===== config.mk =====
export PLATFORM = sky130hd
export DESIGN_NAME = recorder_serial_port
export DESIGN_NICKNAME = d
export VERILOG_FILES = /design/src/recorder_serial_port_pkg.sv /design/src/rsp_fifo.sv /design/src/rsp_sync.sv /design/src/recorder_serial_port.sv
export VERILOG_INCLUDE_DIRS = /design/src /design/src/src
export SDC_FILE = /design/constraint.sdc
export NUM_CORES = 1
export LEC_CHECK = 0
export ABC_AREA = 1
export BUFFER_PORTS_ARGS = -buffer_cell sky130_fd_sc_hd__buf_2
export CORE_ASPECT_RATIO = 0.6
export CORE_MARGIN = 2
export CORE_UTILIZATION = 60
export DETAILED_ROUTE_END_ITERATION = 8
export PLACE_DENSITY = 0.78
export SYNTH_ARGS = -nofsm -noshare
export SYNTH_HDL_FRONTEND = slang
export SYNTH_SLANG_ARGS = --single-unit
export TNS_END_PERCENT = 20

===== constraint.sdc =====
create_clock -name CLK_IN -period 3 [get_ports CLK_IN]
set_clock_uncertainty 0.2 [all_clocks]
set_input_delay 0.15 -clock CLK_IN [delete_from_list [all_inputs] [get_ports CLK_IN]]
set_output_delay 0.15 -clock CLK_IN [all_outputs]
set_load 0.01 [all_outputs]

===== src/recorder_serial_port_defs.svh =====
// constant macros for the recorder serial port
`ifndef RECORDER_SERIAL_PORT_DEFS_SVH
`define RECORDER_SERIAL_PORT_DEFS_SVH

`define RSP_CLK_HZ 100000000
`define RSP_BAUD 38400
`define RSP_BIT_CYCLES (`RSP_CLK_HZ / `RSP_BAUD)
`define RSP_DATA_BITS 8
`define RSP_STOP_BITS 1
`define RSP_FIFO_DEPTH 8
`define RSP_CTRL_RESET_N_INIT 1'b0
`define RSP_CTRL_FAN_INIT 1'b0

`endif


===== src/recorder_serial_port_pkg.sv =====
// types shared by the recorder serial port files
package recorder_serial_port_pkg;
	// transmitter states
	typedef enum logic [1:0] {
		TX_IDLE,
		TX_START,
		TX_DATA,
		TX_STOP
	} tx_state_e;
	// receiver states
	typedef enum logic [1:0] {
		RX_IDLE,
		RX_START,
		RX_DATA,
		RX_STOP
	} rx_state_e;
	// received character with its status
	typedef struct packed {
		logic frame_err;
		logic [7:0] data;
	} rx_char_s;
	// software controls of the recorder pins
	typedef struct packed {
		logic reset_n;
		logic fan_on;
	} ctrl_s;
endpackage : recorder_serial_port_pkg


===== src/rsp_fifo.sv =====
// parameterised valid/ready fifo
`timescale 1ns/100ps
`default_nettype none
module rsp_fifo #(
	parameter int WIDTH = 8,
	parameter int DEPTH = 8
) (
	input wire logic clk_in,
	input wire logic rst_in,
	input wire logic [WIDTH-1:0] wr_data_in,
	input wire logic wr_valid_in,
	output logic wr_ready_out,
	output logic [WIDTH-1:0] rd_data_out,
	output logic rd_valid_out,
	input wire logic rd_ready_in
);
	localparam int AW = $clog2(DEPTH);
	initial begin
		if (DEPTH < 2 || (1 << AW) != DEPTH) $error("fifo depth must be a power of two");
	end
	logic [WIDTH-1:0] mem_q [DEPTH];  // storage
	logic [AW:0] wr_ptr_q;  // write pointer with wrap bit
	logic [AW:0] rd_ptr_q;  // read pointer with wrap bit
	logic push;
	logic pop;
	assign wr_ready_out = (wr_ptr_q - rd_ptr_q) != (AW + 1)'(DEPTH);
	assign rd_valid_out = wr_ptr_q != rd_ptr_q;
	assign rd_data_out = mem_q[rd_ptr_q[AW-1:0]];
	assign push = wr_valid_in && wr_ready_out;
	assign pop = rd_valid_out && rd_ready_in;
	// write side
	always_ff @(posedge clk_in or posedge rst_in) begin
		if (rst_in) begin
			wr_ptr_q <= '0;
		end else if (push) begin
			wr_ptr_q <= wr_ptr_q + 1'b1;
		end
	end
	// storage has no reset
	always_ff @(posedge clk_in) begin
		if (push) begin
			mem_q[wr_ptr_q[AW-1:0]] <= wr_data_in;
		end
	end
	// read side
	always_ff @(posedge clk_in or posedge rst_in) begin
		if (rst_in) begin
			rd_ptr_q <= '0;
		end else if (pop) begin
			rd_ptr_q <= rd_ptr_q + 1'b1;
		end
	end
endmodule : rsp_fifo
`default_nettype wire


===== src/rsp_sync.sv =====
// two flop synchroniser for a level
`timescale 1ns/100ps
`default_nettype none
module rsp_sync #(
	parameter logic INIT = 1'b1
) (
	input wire logic clk_in,
	input wire logic rst_in,
	input wire logic d_in,
	output logic q_out
);
	logic meta_q;  // first stage, read only by the second
	// two stages
	always_ff @(posedge clk_in or posedge rst_in) begin
		if (rst_in) begin
			meta_q <= INIT;
			q_out <= INIT;
		end else begin
			meta_q <= d_in;
			q_out <= meta_q;
		end
	end
endmodule : rsp_sync
`default_nettype wire


===== src/recorder_serial_port.sv =====
// serial port toward a strip-chart recorder
`timescale 1ns/100ps
`default_nettype none
`include "recorder_serial_port_defs.svh"
// Overview of operation
// frames: 8 data, no parity, 1 stop
// bit rate 38.4K from system clock
// start character only while CTS asserted
// next command waits for recorder done
// host sends commands then data bytes
// recorder turns commands into print data
// reset output low set by software bit
// active-low ready line raises interrupt event
// software bit switches fan on/off
// fan status sampled, shown to software
// low stop bit flags error, drops character
// outputs idle inactive after reset; PRINTER_RESET_N_OUT is the exception, it resets low (asserted)
module recorder_serial_port
	import recorder_serial_port_pkg::*;
#(
	parameter int BIT_CYCLES = `RSP_BIT_CYCLES,
	parameter int FIFO_DEPTH = `RSP_FIFO_DEPTH
) (
	input wire logic CLK_IN,
	input wire logic RST_IN,
	input wire logic [7:0] TX_DATA_IN,  // byte from the host channel
	input wire logic TX_VALID_IN,
	output logic TX_READY_OUT,
	input wire logic TX_CMD_END_IN,  // marks last byte of a command
	output logic [7:0] RX_DATA_OUT,
	output logic RX_VALID_OUT,  // one-cycle pulse
	output logic FRAME_ERR_OUT,  // one-cycle pulse
	input wire logic CTRL_WR_IN,  // write strobe for control bits
	input wire logic CTRL_RESET_N_IN,
	input wire logic CTRL_FAN_ON_IN,
	input wire logic RTS_EN_IN,  // software asks to receive
	output logic FAN_STATUS_OUT,
	output logic READY_EVENT_OUT,  // one-cycle pulse
	output logic CMD_BUSY_OUT,
	output logic TXD_OUT,
	input wire logic RXD_IN,
	output logic RTS_N_OUT,
	input wire logic CTS_N_IN,
	output logic PRINTER_RESET_N_OUT,
	input wire logic PRINTER_READY_IRQ_N_IN,
	output logic FAN_ON_OUT,
	input wire logic FAN_STATUS_IN
);
	// bit timer width and its two terminal counts
	localparam int CW = $clog2(BIT_CYCLES + 1);
	localparam logic [CW-1:0] BIT_LAST = CW'(BIT_CYCLES - 1);
	localparam logic [CW-1:0] HALF_LAST = CW'(BIT_CYCLES / 2 - 1);
	// refuse settings that the counters cannot serve
	initial begin
		if (BIT_CYCLES < 4) $error("bit period too short");
		if (FIFO_DEPTH < 2) $error("fifo too shallow");
	end

	// synchronised inputs
	logic rxd_s;
	logic cts_n_s;
	logic ready_n_s;
	logic fan_s;
	rsp_sync #(.INIT(1'b1)) u_sync_rxd (.clk_in(CLK_IN), .rst_in(RST_IN), .d_in(RXD_IN), .q_out(rxd_s));
	rsp_sync #(.INIT(1'b1)) u_sync_cts (.clk_in(CLK_IN), .rst_in(RST_IN), .d_in(CTS_N_IN), .q_out(cts_n_s));
	rsp_sync #(.INIT(1'b1)) u_sync_rdy (.clk_in(CLK_IN), .rst_in(RST_IN),
		.d_in(PRINTER_READY_IRQ_N_IN), .q_out(ready_n_s));
	rsp_sync #(.INIT(1'b0)) u_sync_fan (.clk_in(CLK_IN), .rst_in(RST_IN), .d_in(FAN_STATUS_IN), .q_out(fan_s));

	// control register
	ctrl_s ctrl_q;
	// software bits drive reset and fan pins
	always_ff @(posedge CLK_IN or posedge RST_IN) begin
		if (RST_IN) begin
			ctrl_q.reset_n <= `RSP_CTRL_RESET_N_INIT;
			ctrl_q.fan_on <= `RSP_CTRL_FAN_INIT;
		end else if (CTRL_WR_IN) begin
			ctrl_q.reset_n <= CTRL_RESET_N_IN;
			ctrl_q.fan_on <= CTRL_FAN_ON_IN;
		end
	end
	// both pins come straight from flip-flops
	assign PRINTER_RESET_N_OUT = ctrl_q.reset_n;
	assign FAN_ON_OUT = ctrl_q.fan_on;

	// fan status exposed as a registered level
	// two sync flops plus this register give three cycles of lag
	always_ff @(posedge CLK_IN or posedge RST_IN) begin
		if (RST_IN) begin
			FAN_STATUS_OUT <= 1'b0;
		end else begin
			FAN_STATUS_OUT <= fan_s;
		end
	end

	// ready line falling edge becomes an event
	// the detector idles high like the pin, so reset makes no false edge
	logic ready_n_d1_q;
	always_ff @(posedge CLK_IN or posedge RST_IN) begin
		if (RST_IN) begin
			ready_n_d1_q <= 1'b1;
			READY_EVENT_OUT <= 1'b0;
		end else begin
			ready_n_d1_q <= ready_n_s;
			READY_EVENT_OUT <= ready_n_d1_q && !ready_n_s;
		end
	end

	// transmit fifo, carries a command-end flag with each byte
	// a full fifo holds the host off through TX_READY_OUT
	logic [8:0] fifo_rd_data;
	logic fifo_rd_valid;
	logic fifo_rd_ready;
	rsp_fifo #(.WIDTH(9), .DEPTH(FIFO_DEPTH)) u_tx_fifo (
		.clk_in(CLK_IN),
		.rst_in(RST_IN),
		.wr_data_in({TX_CMD_END_IN, TX_DATA_IN}),
		.wr_valid_in(TX_VALID_IN),
		.wr_ready_out(TX_READY_OUT),
		.rd_data_out(fifo_rd_data),
		.rd_valid_out(fifo_rd_valid),
		.rd_ready_in(fifo_rd_ready)
	);

	// command busy: set by last byte sent, cleared by recorder ready
	logic cmd_busy_q;
	logic cmd_done_set;  // last byte of a command left the shifter
	always_ff @(posedge CLK_IN or posedge RST_IN) begin
		if (RST_IN) begin
			cmd_busy_q <= 1'b0;
		end else if (cmd_done_set) begin
			cmd_busy_q <= 1'b1;  // set wins over clear
		end else if (READY_EVENT_OUT) begin
			cmd_busy_q <= 1'b0;
		end
	end
	assign CMD_BUSY_OUT = cmd_busy_q;

	// transmitter
	tx_state_e tx_state_q;
	logic [CW-1:0] tx_cnt_q;  // cycles within a bit
	logic [2:0] tx_bit_q;  // data bit index
	logic [7:0] tx_shift_q;
	logic tx_last_q;  // byte ends a command
	logic tx_tick;
	logic tx_start;
	assign tx_tick = tx_cnt_q == BIT_LAST;
	// a character leaves the fifo only with cts low and no command pending
	assign tx_start = tx_state_q == TX_IDLE && fifo_rd_valid && !cts_n_s && !cmd_busy_q;
	assign fifo_rd_ready = tx_start;
	// busy rises as the stop bit of a command's last byte ends
	assign cmd_done_set = tx_state_q == TX_STOP && tx_tick && tx_last_q;

	// bit timer
	always_ff @(posedge CLK_IN or posedge RST_IN) begin
		if (RST_IN) begin
			tx_cnt_q <= '0;
		end else if (tx_state_q == TX_IDLE || tx_tick) begin
			tx_cnt_q <= '0;
		end else begin
			tx_cnt_q <= tx_cnt_q + 1'b1;
		end
	end

	// frame sequencer
	always_ff @(posedge CLK_IN or posedge RST_IN) begin
		if (RST_IN) begin
			tx_state_q <= TX_IDLE;
			tx_bit_q <= '0;
			tx_shift_q <= '0;
			tx_last_q <= 1'b0;
			TXD_OUT <= 1'b1;
		end else begin
			case (tx_state_q)
				TX_IDLE: begin
					TXD_OUT <= 1'b1;
					if (tx_start) begin
						tx_shift_q <= fifo_rd_data[7:0];
						tx_last_q <= fifo_rd_data[8];
						TXD_OUT <= 1'b0;  // start bit
						tx_state_q <= TX_START;
					end
				end
				TX_START: begin
					if (tx_tick) begin
						TXD_OUT <= tx_shift_q[0];  // lsb first
						tx_shift_q <= {1'b0, tx_shift_q[7:1]};
						tx_bit_q <= '0;
						tx_state_q <= TX_DATA;
					end
				end
				TX_DATA: begin
					if (tx_tick) begin
						if (tx_bit_q == 3'(`RSP_DATA_BITS - 1)) begin
							TXD_OUT <= 1'b1;  // single stop, no parity
							tx_state_q <= TX_STOP;
						end else begin
							TXD_OUT <= tx_shift_q[0];
							tx_shift_q <= {1'b0, tx_shift_q[7:1]};
							tx_bit_q <= tx_bit_q + 1'b1;
						end
					end
				end
				TX_STOP: begin
					if (tx_tick) begin
						tx_state_q <= TX_IDLE;
					end
				end
				default: begin
					tx_state_q <= TX_IDLE;
					TXD_OUT <= 1'b1;
				end
			endcase
		end
	end

	// rts: asserted low only when software enables receive
	// a plain level, registered so the pin never glitches
	always_ff @(posedge CLK_IN or posedge RST_IN) begin
		if (RST_IN) begin
			RTS_N_OUT <= 1'b1;
		end else begin
			RTS_N_OUT <= !RTS_EN_IN;
		end
	end

	// receiver
	rx_state_e rx_state_q;
	logic [CW-1:0] rx_cnt_q;
	logic [2:0] rx_bit_q;
	rx_char_s rx_q;  // last good byte and the status of the last frame
	logic [7:0] rx_shift_q;  // byte being gathered, lsb first
	logic rx_tick;
	assign rx_tick = (rx_state_q == RX_START) ? (rx_cnt_q == HALF_LAST) : (rx_cnt_q == BIT_LAST);

	// receive bit timer, half bit into start then full bits
	always_ff @(posedge CLK_IN or posedge RST_IN) begin
		if (RST_IN) begin
			rx_cnt_q <= '0;
		end else if (rx_state_q == RX_IDLE || rx_tick) begin
			rx_cnt_q <= '0;
		end else begin
			rx_cnt_q <= rx_cnt_q + 1'b1;
		end
	end

	// receive sequencer
	always_ff @(posedge CLK_IN or posedge RST_IN) begin
		if (RST_IN) begin
			rx_state_q <= RX_IDLE;
			rx_bit_q <= '0;
			rx_q <= '0;
			rx_shift_q <= '0;
			RX_VALID_OUT <= 1'b0;
			FRAME_ERR_OUT <= 1'b0;
		end else begin
			RX_VALID_OUT <= 1'b0;
			FRAME_ERR_OUT <= 1'b0;
			case (rx_state_q)
				RX_IDLE: begin
					// a low line may open a start bit
					if (!rxd_s) begin
						rx_state_q <= RX_START;
					end
				end
				RX_START: begin
					if (rx_tick) begin
						// glitch shorter than half a bit is ignored
						rx_state_q <= rxd_s ? RX_IDLE : RX_DATA;
						rx_bit_q <= '0;
					end
				end
				RX_DATA: begin
					if (rx_tick) begin
						rx_shift_q <= {rxd_s, rx_shift_q[7:1]};
						rx_bit_q <= rx_bit_q + 1'b1;
						if (rx_bit_q == 3'(`RSP_DATA_BITS - 1)) begin
							rx_state_q <= RX_STOP;
						end
					end
				end
				RX_STOP: begin
					if (rx_tick) begin
						rx_q.frame_err <= !rxd_s;
						// a low stop bit drops the byte, the output keeps the last good one
						if (rxd_s) begin
							rx_q.data <= rx_shift_q;
						end
						RX_VALID_OUT <= rxd_s;
						FRAME_ERR_OUT <= !rxd_s;
						rx_state_q <= RX_IDLE;
					end
				end
				default: begin
					rx_state_q <= RX_IDLE;
				end
			endcase
		end
	end
	assign RX_DATA_OUT = rx_q.data;
endmodule : recorder_serial_port
`default_nettype wire


Yosys cells after proc, flatten, opt, wreduce, memory -nomap -nowiden
Memories as Yosys holds them, arrays and structs flattened.
Index checks and enable logic that the tools add are counted.
Widths: inputs -> output; s select.

storage, ports and cells
  RAM bits = 72
  flip-flop bits (word level) = 85
  latch bits = 0
  memories kept = 1
  bits in read-only memories = 0
  word-level logic and storage cells = 133

memories
  name             depth  width  read ports  clocked after memory_dff  wr ports  RTL line        source
  u_tx_fifo.mem_q  8      9      1           0                         1         rsp_fifo.sv:21  logic [WIDTH-1:0] mem_q [DEPTH];

cells by class
  muxes and demuxes = 41
  divide/modulo/power cells = 0
  magnitude comparators = 0
  shifts and indexed selects = 0
  bitwise gates (word level) = 0
  eq/ne operators = 24
  reductions and logical operators = 30
  add/sub/neg operators = 7
  multiply operators = 0

operator list
  kind                   count
  $mux 8                 4
  $add 12x1->12 const B  2
  $eq 12x12->1 const B   2
  $mux 12                2
  $pmux 8 s3             1
  $mux 2                 11
  $ne 2x2->1 const B     10
  $pmux 2 s4             2
  $mux 3                 5
  $reduce_and 5->1       3
  $mux 1                 13
  $eq 12x11->1 const B   1
  $pmux 3 s2             2
  $reduce_and 3->1       3
  $add 4x1->4 const B    2
  $eq 2x2->1 const B     4
  $logic_and 1x1->1      8
  $add 3x1->3 const B    2
  $eq 3x3->1 const B     2
  $reduce_bool 2->1      3
  $logic_not 1->1        5
  $eq 2x1->1 const B     2
  $logic_not 2->1        2
  $ne 4x4->1             1
  8 further kinds        10

Logic depth before layout (Yosys ltp)
Gate-level depths: netlist of run 1.

  depth after elaboration = 6
  depth in mapped cells = 14
  depth with buffers taken out = 12

Modules after synthesis
From an unflattened synthesis of run 1, not the netlist that was laid out.

second synthesis, totals
  cells, all modules = 694
  area, all modules = 6,970.4 sq um

by module, submodules not included
  module                     seq. area each (sq um)  area each (sq um)  times used  cells each
  rsp_fifo                   2,362.3                 3,380.7            1           293
  recorder_serial_port       1,730.4                 3,367.0            1           389
  rsp_sync (u_sync_cts ...)  52.6                    56.3               3           3
  rsp_sync (u_sync_fan)      50.0                    53.8               1           3

Worst setup path before layout of run 1
OpenSTA, ideal clock, no wires.

  kind = register to register
  from = reg u_tx_fifo.rd_ptr_q[1]
  to = mem u_tx_fifo.mem_q[2][0] (enable)
  path buffers = 2
  cell stages (with the launch flop) = 12
  slack = 0.262 ns
  data arrival time = 2.164 ns
  library setup time = 0.374 ns
  cells stage by stage = dfrtp_1 buf_2 inv_1 buf_2 ha_1 nand2_1 nand2_1 nand2_1 nand3b_1 nand3_1 nand3_1 nor2_1

between the ends
  longest elaborated chain between the ends = 5

RTL lines
  item                          RTL line                    source
  start: declaration            rsp_fifo.sv:23              logic [AW:0] rd_ptr_q;
  start signal: assignment      rsp_fifo.sv:50              rd_ptr_q <= rd_ptr_q + 1'b1;
  $sub 4x4->4                   rsp_fifo.sv:26              assign wr_ready_out = (wr_ptr_q - rd_ptr_q) != (AW + 1)'(DEPTH);
  $ne 4x4->1                    rsp_fifo.sv:26
  via TX_READY_OUT              recorder_serial_port.sv:28  output logic TX_READY_OUT,
  $logic_and 1x1->1             rsp_fifo.sv:29              assign push = wr_valid_in && wr_ready_out;
  $mux 1                        rsp_fifo.sv:41              if (push) begin
  $mux 1 (implied by the code)  rsp_fifo.sv:42              mem_q[wr_ptr_q[AW-1:0]] <= wr_data_in;
  end: declaration              rsp_fifo.sv:21

The timed path passes the listed nets, and every way through them passes these cells.

Worst setup path in the final report of run 1
  from = reg u_tx_fifo.rd_ptr_q[2]
  to = mem u_tx_fifo.mem_q[7][3] (enable)

between the ends
  longest elaborated chain between the ends = 5

RTL lines
  item                          RTL line
  $sub 4x4->4                   rsp_fifo.sv:26
  $ne 4x4->1                    rsp_fifo.sv:26
  $logic_and 1x1->1             rsp_fifo.sv:29
  $mux 1                        rsp_fifo.sv:41
  $mux 1 (implied by the code)  rsp_fifo.sv:42

Every way passes these cells.

==> flow_summary.ini, run 1 <==
[die]
die_area_um2 = 12570
coreArea_um2 = 11340
ioPinCount = 38
initial_utilization_pct = 61.74
fp.dieH_um = 87.66
die_x_um = 143.4
std_cell_rows = 30

[global_routing]
grt_pass1_wl_mm = 25.03
grt_pass1_vias = 5058
grt_overflow_total = 0
grt_antenna_before_repair = 0
track_usage_pct = 26.54
grt_max_degree = 54

[synth]
syn_area_um2 = 6999
postSynthCellCount = 721
synth-seq-cells = 157
synth_cell_type_count = 36
syn_area_per_cell_um2 = 9.708
yosys_warnings = 0
yosysSeqAreaShare_pct = 61.44
synth_nets = 757

[power]
seq_power_share_pct = 40.2
p_clk_share_pct = 28.8
p_sw_share_pct = 36.50
pwr-share-comb_pct = 31.0
cellPowerDensity_nw_per_um2 = 859.4
ir_drop_uv = 560.1
p_sw_mw = 2.543
internal_power_mw = 4.424
p_leak_nw = 3.594

[worst_setup_path]
crit_family = simple AND/OR/NAND/NOR gates
criticalPathCategory = reg2reg
slowest_delay_ns = 0.65
path_cells = inv_1 > ha_1 > nand2_1 > nand3b_1 > nand3_1 > nand2_2 > nor2_1
crit_path_end_kind = register
cp-start-kind = register
cp_max_fo = 11
crit_required_ns = 2.86
path_buf_inv = 1
cp_slowest_cell = nor2_1
worst_ep_arrival_time_ns = 2.62

[drt]
vias = 5304
vias_per_cell = 5.525
dr.pass1.iters = 5
drc = 0
avgRoutedWirePerCell_um = 15.93
antenna_left = 0
drtIter0Drc = 599
drt-total-wl_mm = 15.30

[timing]
tightest_slew_ns = 0.8098
slew_headroom_pct = 45.82
timing.final.hold_violations = 0
period_needed_ns = 2.763
slew_viol_final = 0
fmax_mhz = 361.9
rsz0062_at_grt = false
fin_tns_setup_ns = 0
fin_crit_sh_pct = 92.11
finalSetupViolCount = 0
whs_ns = 0.1287

[placed_design]
placed_cells = 908
dp_hpwl_mm = 10.37
port_buffers = 37
place.gp.congestion = 0.9020

[clocking]
ctsResizeCount = 0
worstSkewPairLatency_ns = 0.43
cts_sinks = 157
htreeDepth = 4
clock-root-buffer = clkbuf_16
clk_pin_slew_ns = 0.06
numCtsBuffers = 17
cts_max_path_buffers = 2
cts_tree = done

[layout]
nets = 823
area_growth_pct = 15.84
fillers = 804
antenna_cells = 0
post-route-util_pct = 71.52
layout-drive-gt1-share_pct = 14.00
stdcell_count = 960

[job]
max-cap-violations = 0

[outcome]
status = finished, final reports clean

[min_path]
hold_class = in2async
worst register-to-register path: cells and delay by family, from the launching register on:
kind                       cells  cell delay (ns)
adders and majority gates      1             0.33
DFF                            1             0.57
and+or+nand+nor                5             1.18
buffers and inverters          1             0.13
final cells by class:
cell class              count  area [um^2]  area share, %
flip-flops and latches    157         4300          53.04
multi-input cells         493         2396          29.55
repair buffers             66        465.4          5.741
clock buffers              20        436.7          5.386
well taps                 160        200.2          2.469
inverters                  52        196.4          2.423
clock inverters            12        112.6          1.389
per-stage QoR:
stage / power [mW] / setup WS [ns] / area, um^2
after global routing: 7.375 / 0.06058 / 8108
after global placement: 4.804 / 0.4454 / 7358
after CTS: 6.932 / 0.2739 / 8108
after floorplan: 4.317 / 0.2617 / 6999
final: 6.968 / 0.2368 / 8108
after detailed placement: 4.904 / 0.2742 / 7358
layer usage:
layer | vias to the layer above | track usage, % | part of all wire (%)
li1 | 2522 | - | -
met1 | 2502 | 37.34 | 43
met2 | 247 | 40.13 | 46
met3 | 33 | 7.818 | 9.8
met4 | 0 | 9.091 | 1.5
met5 | - | 0 | 0
final timing paths:
kind	from	endpoint	slack [ns]	cells after the start
setup / recovery	u_tx_fifo.rd_ptr_q[2]$_DFFE_PP0P_	u_tx_fifo.mem_q[7][3]$_DFFE_PP_	0.24	7
hold / removal	RST_IN	READY_EVENT_OUT$_DFF_PP0_	0.13	3
setup reg to reg	u_tx_fifo.rd_ptr_q[2]$_DFFE_PP0P_	u_tx_fifo.mem_q[7][3]$_DFFE_PP_	0.24	7
hold reg to reg	u_sync_fan.meta_q$_DFF_PP0_	u_sync_fan.q_out$_DFF_PP0_	0.15	0
max in group asynchronous	RST_IN	u_sync_cts.meta_q$_DFF_PP1_	1.76	4
min in group CLK_IN	u_sync_fan.meta_q$_DFF_PP0_	u_sync_fan.q_out$_DFF_PP0_	0.15	0
sequential cells by signal, summed over array words and instances, names as in the netlist, 2 cells and up, named ones only:
name and cells:
u_tx_fifo.mem_q 72, rx_cnt_q 12, tx_cnt_q 12, RX_DATA_OUT 8, rx_shift_q 8, tx_shift_q 8, u_tx_fifo.rd_ptr_q 4, u_tx_fifo.wr_ptr_q 4
rx_bit_q 3, tx_bit_q 3, tx_state_q 2
synthesized netlist by cell type (all sizes together):
cell	instances	area [um^2]
a21oi	14	70.07
nor3b	1	7.510
nor4	1	6.260
xnor2	4	35.03
o21ai	34	185.2
nor3	13	70.07
o22ai	2	12.51
dfstp	9	236.5
nand2	235	919.6
dfrtp	76	1902
o211ai	2	15.01
xor2	7	61.31
edfxtp	72	2162
inv	50	187.7
nor2	71	289.0
ha	16	200.2
nand4	14	87.58
o21bai	2	18.77
clkinv	2	7.510
clkbuf	4	15.01
buf	15	92.58
or2	2	12.51
nand3b	2	15.01
mux2	2	22.52
nand3	71	367.9
power by group through the flow:
| stage | clock network (mW) | registers (mW) | logic, mW |
|---|---|---|---|
| floorplan | 0 | 2.77 | 1.55 |
| global placement | 0 | 2.82 | 1.99 |
| detailed placement | 0 | 2.83 | 2.07 |
| CTS | 2.03 | 2.79 | 2.11 |
| global route | 2.11 | 2.84 | 2.43 |
| finish | 2.01 | 2.80 | 2.16 |
cells in the final DEF, fill, tap and decap left out, types with 16 or more instances in the layout:
cell type      count
nand2_1          222
dfrtp_1           76
edfxtp_1          72
nand3_1           70
nor2_1            68
inv_1             46
buf_2             37
o21ai_0           32
dlygate4sd3_1     20
clkbuf_16         17
ha_1              16
cells by family after synthesis:
kind of cell             Yosys count  share of synthesized area (%)
buffers and inverters             71                          4.326
flip-flops                       157                          61.44
AND/OR/NAND/NOR                  410                          25.37
multiplexers                       2                         0.3218
XOR/XNOR                          11                          1.376
adder cells (fa/ha/maj)           16                          2.860
AO/OA/AOI/OAI                     54                          4.308
what timing repair did:
item | in CTS | in global routing
endpoints found under the setup margin | 0 | 0
hold endpoints to repair | 115 | 0
buffers inserted | 0 | 0
hold buffers | 20 | 0
Power figures use the tool's default switching activity.
==> run 2: changes to the inputs <==
==> constraint.sdc (replaced) <==
create_clock -name CLK_IN -period 3.2 [get_ports CLK_IN]
set_clock_uncertainty 0.2 [all_clocks]
set_input_delay 0.16 -clock CLK_IN [delete_from_list [all_inputs] [get_ports CLK_IN]]
set_output_delay 0.16 -clock CLK_IN [all_outputs]
set_load 0.01 [all_outputs]
==> run 2 against run 1 <==
- core utilization increased by 0.11 points
- final cell count fell by 0.10%
- cell area is 0.15% higher
- register-to-register slack better by 0.10 ns
==> flow_summary.ini, run 2 (synthesis results as in run 1) <==
[placed_design]
place.gp.congestion = 0.9331
dp_hpwl_mm = 10.10
port_buffers = 37

[timing]
slew_headroom_pct = 39.22
tightest_slew_ns = 0.9107
fmax_mhz = 349.7
slew_viol_final = 0
fin_crit_sh_pct = 89.37
finalSetupViolCount = 0
whs_ns = 0.1547
fin_tns_setup_ns = 0
period_needed_ns = 2.860
rsz0062_at_grt = false
timing.final.hold_violations = 0

[worst_setup_path]
rr_endpoint = u_tx_fifo.mem_q[5][6]$_DFFE_PP_
criticalPathCategory = reg2reg
slowest_delay_ns = 0.65
cp-start-kind = register
cp_max_fo = 11
crit_path_end_kind = register
crit_family = simple AND/OR/NAND/NOR gates
rrSetupSlack_ns = 0.34
path_cells = inv_1 > ha_1 > nand2_1 > nand3b_1 > nand3_1 > nand2_2 > nor2_1
path_buf_inv = 1
crit_required_ns = 3.05
worst_ep_arrival_time_ns = 2.71
cp_slowest_cell = nor2_1
timing.rr.start = u_tx_fifo.rd_ptr_q[2]$_DFFE_PP0P_
r2r_cells = 7

[clocking]
postCtsSetupBuffers = 0
htreeDepth = 4
cts_sinks = 157
worstSkewPairLatency_ns = 0.43
numCtsBuffers = 17
ctsHoldBuffers = 20
clock-root-buffer = clkbuf_16
cts_tree = done
cts_max_path_buffers = 2
ctsResizeCount = 0
clk_pin_slew_ns = 0.06

[min_path]
hold_class = reg2reg
whs_path_depth = 0
worstHoldStart = u_sync_rdy.meta_q$_DFF_PP1_
whs_endpoint = u_sync_rdy.q_out$_DFF_PP1_

[die]
std_cell_rows = 30
die_area_um2 = 12570
die_x_um = 143.4
initial_utilization_pct = 61.74
coreArea_um2 = 11340
fp.dieH_um = 87.66
ioPinCount = 38

[global_routing]
grt_max_degree = 53
grt_overflow_total = 0
grt_antenna_before_repair = 0
grt_pass1_wl_mm = 24.62
grt_pass1_vias = 4960
track_usage_pct = 26.04

[power]
ir_drop_uv = 506.7
cellPowerDensity_nw_per_um2 = 813.9
p_leak_nw = 3.611

[drt]
dr.pass1.iters = 5
drt-total-wl_mm = 15.33
drc = 0
vias = 5253
vias_per_cell = 5.478
drtIter0Drc = 682
antenna_left = 0
avgRoutedWirePerCell_um = 15.99

[layout]
most-common-layout-cells = nand2_1, dfrtp_1, edfxtp_1, nand3_1, nor2_1
layout-drive-gt1-share_pct = 13.77
nets = 822
largest_reg_flops = 72
antenna_cells = 0
layout_commonest_cell = nand2_1
area_growth_pct = 16.02

[outcome]
status = finished, final reports clean

[job]
max-cap-violations = 0
==> run 2: where the power goes <==
group,total (mW),switching [mW],internal [mW]
sequential,2.62,0.188,2.44
clock,1.98,0.814,1.17
combinational,2.01,1.38,0.632
==> run 2: layout make-up <==
class | count | area [um^2]
Multi-Input combinational cell | 493 | 2396
Clock buffer | 21 | 450.4
Clock inverter | 11 | 118.9
Timing Repair Buffer | 65 | 457.9
Sequential cell | 157 | 4300
Tap cell | 160 | 200.2
Fill cell | 804 | 3216
Inverter | 52 | 196.4
==> run 2: per-stage QoR <==
step / cells / total power, mW / instance area (um^2) / setup WS, ns / utilization, %
CTS: 959 / 6.586 / 8120 / 0.3595 / 71.63
global placement: 907 / 4.490 / 7351 / 0.5514 / 64.85
floorplan: 721 / 4.048 / 6999 / 0.4617 / -
detailed placement: 907 / 4.577 / 7351 / 0.3810 / 64.85
finish: 959 / 6.609 / 8120 / 0.3403 / 71.63
global route: 959 / 6.965 / 8120 / 0.1949 / 71.63
==> run 2: per-layer routing <==
metal / share of wire, % / GRT usage, % / wire (um) / up-vias
met4: 2.8 / 10.78 / 433 / 0
met3: 8.6 / 7.381 / 1321 / 41
met1: 44 / 36.21 / 6790 / 2472
li1: - / - / - / 2514
met2: 44 / 39.18 / 6787 / 226
met5: 0 / 0 / 0 / -
==> run 2: worst max path at each step <==
stage	start	end	slack (ns)	cells past startpoint
after floorplan	u_tx_fifo.rd_ptr_q[1]$_DFFE_PP0P_	u_tx_fifo.mem_q[2][0]$_DFFE_PP_	0.46	11
after global placement	u_tx_fifo.rd_ptr_q[2]$_DFFE_PP0P_	u_tx_fifo.mem_q[5][3]$_DFFE_PP_	0.55	7
after detailed placement	u_tx_fifo.rd_ptr_q[2]$_DFFE_PP0P_	u_tx_fifo.mem_q[7][0]$_DFFE_PP_	0.38	7
after CTS	u_tx_fifo.rd_ptr_q[2]$_DFFE_PP0P_	u_tx_fifo.mem_q[5][6]$_DFFE_PP_	0.36	7
after global routing	u_tx_fifo.rd_ptr_q[2]$_DFFE_PP0P_	u_tx_fifo.mem_q[5][6]$_DFFE_PP_	0.19	8
final	u_tx_fifo.rd_ptr_q[2]$_DFFE_PP0P_	u_tx_fifo.mem_q[5][6]$_DFFE_PP_	0.34	7
==> run 3: changes to the inputs <==
==> constraint.sdc (replaced) <==
create_clock -name CLK_IN -period 2.87 [get_ports CLK_IN]
set_clock_uncertainty 0.2 [all_clocks]
set_input_delay 0.1435 -clock CLK_IN [delete_from_list [all_inputs] [get_ports CLK_IN]]
set_output_delay 0.1435 -clock CLK_IN [all_outputs]
set_load 0.01 [all_outputs]
==> run 3 against run 2 <==
- power rose by 11%
- count of clock-buffer cells in the layout fell by 4
- final cell count rose by 0.10%
- via count rose by 1.1%
- worst hold slack got worse by 0.012 ns
- critical path depth did not move
- register-to-register slack got worse by 0.19 ns
- sequential power rose by 11%
- non-clock buffer count rose by 1
- die area did not move
- critical endpoint is now u_tx_fifo.mem_q[5][1]$_DFFE_PP_
- highest routed layer unchanged
==> flow_summary.ini, run 3 (synthesis results as in run 1) <==
[layout]
layout-drive-gt1-share_pct = 14.63
antenna_cells = 0
post-route-util_pct = 71.69
nets = 823
area_growth_pct = 16.11
layout_commonest_cell = nand2_1
most-common-layout-cells = nand2_1, dfrtp_1, edfxtp_1, nand3_1, nor2_1
largest_reg_flops = 72
stdcell_count = 960

[global_routing]
track_usage_pct = 26.58
grt_max_degree = 50
grt_antenna_before_repair = 0
grt_pass1_wl_mm = 24.91
grt_overflow_total = 0
grt_pass1_vias = 4940

[timing]
tightest_slew_ns = 0.7419
slew_viol_final = 0
slew_headroom_pct = 50.36
finalSetupViolCount = 0
fin_crit_sh_pct = 94.90
timing.final.hold_violations = 0
rsz0062_at_grt = false
period_needed_ns = 2.724
fmax_mhz = 367.2
fin_tns_setup_ns = 0

[drt]
dr.pass1.iters = 5
drt-total-wl_mm = 15.92
drtIter0Drc = 415
vias_per_cell = 5.532
antenna_left = 0
avgRoutedWirePerCell_um = 16.58
vias = 5311
drc = 0

[die]
std_cell_rows = 30
fp.dieH_um = 87.66
die_x_um = 143.4
initial_utilization_pct = 61.74
ioPinCount = 38
die_area_um2 = 12570
coreArea_um2 = 11340

[worst_setup_path]
crit_required_ns = 2.73
path_cells = inv_1 > ha_1 > nand2_1 > nand3b_1 > nand3_1 > nand2_2 > nor2_1
cp-startpoint = u_tx_fifo.rd_ptr_q[2]$_DFFE_PP0P_
timing.rr.start = u_tx_fifo.rd_ptr_q[2]$_DFFE_PP0P_
cp-start-kind = register
rrSetupSlack_ns = 0.15
crit_path_end_kind = register
r2r_cells = 7
cp_max_fo = 11
criticalPathCategory = reg2reg
cp_slowest_cell = nor2_1
rr_endpoint = u_tx_fifo.mem_q[5][1]$_DFFE_PP_
cp-endpoint = u_tx_fifo.mem_q[5][1]$_DFFE_PP_
slowest_delay_ns = 0.61
worst_ep_arrival_time_ns = 2.59

[clocking]
postCtsSetupBuffers = 0
cts_tree = done
clock-root-buffer = clkbuf_16
cts_max_path_buffers = 2
cts_sinks = 157
htreeDepth = 4
worstSkewPairLatency_ns = 0.43
clk_pin_slew_ns = 0.06
numCtsBuffers = 17

[placed_design]
placed_cells = 908
dp_hpwl_mm = 10.69
place.gp.congestion = 0.9035
port_buffers = 37

[min_path]
hold_class = in2async

[power]
p_leak_nw = 3.604
ir_drop_uv = 634.1
cellPowerDensity_nw_per_um2 = 902.6

[job]
max-cap-violations = 0

[outcome]
status = finished, final reports clean
## run 3: how the worst min path moves through the flow
stage,end,cells after the start,start
after detailed placement,tx_cnt_q[7]$_DFF_PP0_,2,RST_IN
after floorplan,u_sync_cts.meta_q$_DFF_PP1_,0,CTS_N_IN
after global placement,READY_EVENT_OUT$_DFF_PP0_,2,RST_IN
after global routing,FAN_STATUS_OUT$_DFF_PP0_,0,u_sync_fan.q_out$_DFF_PP0_
final,tx_cnt_q[9]$_DFF_PP0_,3,RST_IN
after CTS,READY_EVENT_OUT$_DFF_PP0_,3,RST_IN
## run 3: through the flow
step / cell area [um^2] / setup WS [ns] / power, mW / hold slack [ns]
final: 8127 / 0.1465 / 7.335 / 0.1423
after global routing: 8127 / 0.01946 / 7.759 / 0.1543
after CTS: 8122 / 0.1538 / 7.310 / 0.1479
after detailed placement: 7358 / 0.1729 / 5.147 / 0.04454
after global placement: 7358 / 0.3725 / 5.057 / 0.03183
after floorplan: 6999 / 0.1317 / 4.513 / -0.05202
## run 3: power by group
part | total [mW] | leakage [nW] | internal (mW) | switching (mW)
Combinational | 2.28 | 1.59 | 0.717 | 1.56
Clock | 2.14 | 0.262 | 1.20 | 0.932
Sequential | 2.92 | 1.75 | 2.71 | 0.207
## run 3: timing repair
item	CTS	global route
hold endpoints to repair	119	0
setup endpoints to repair	0	18
resized for setup	0	2
hold buffers	20	0
## run 3: final cells by class
type | instances | area (um^2)
Clock inverter | 15 | 137.6
Sequential cell | 157 | 4300
Timing Repair Buffer | 66 | 465.4
Tap cell | 160 | 200.2
Multi-Input combinational cell | 493 | 2401
Clock buffer | 17 | 425.4
Fill cell | 828 | 3209
Inverter | 52 | 196.4
## run 3: routing by layer
layer  track usage, %  part of all wire, %  wire [um]
met2            40.43                   45       7211
met5                0                    0          0
met1            37.12                   45       7183
met4            5.882                 0.89        142
met3            9.951                  8.7       1380
## run 3: worst max-delay path, delay by kind of cell, from the launching register on
kind	cells	cell delay [ns]
fa+ha+maj	1	0.34
flops	1	0.58
simple gates	5	1.10
buf+inv	1	0.14
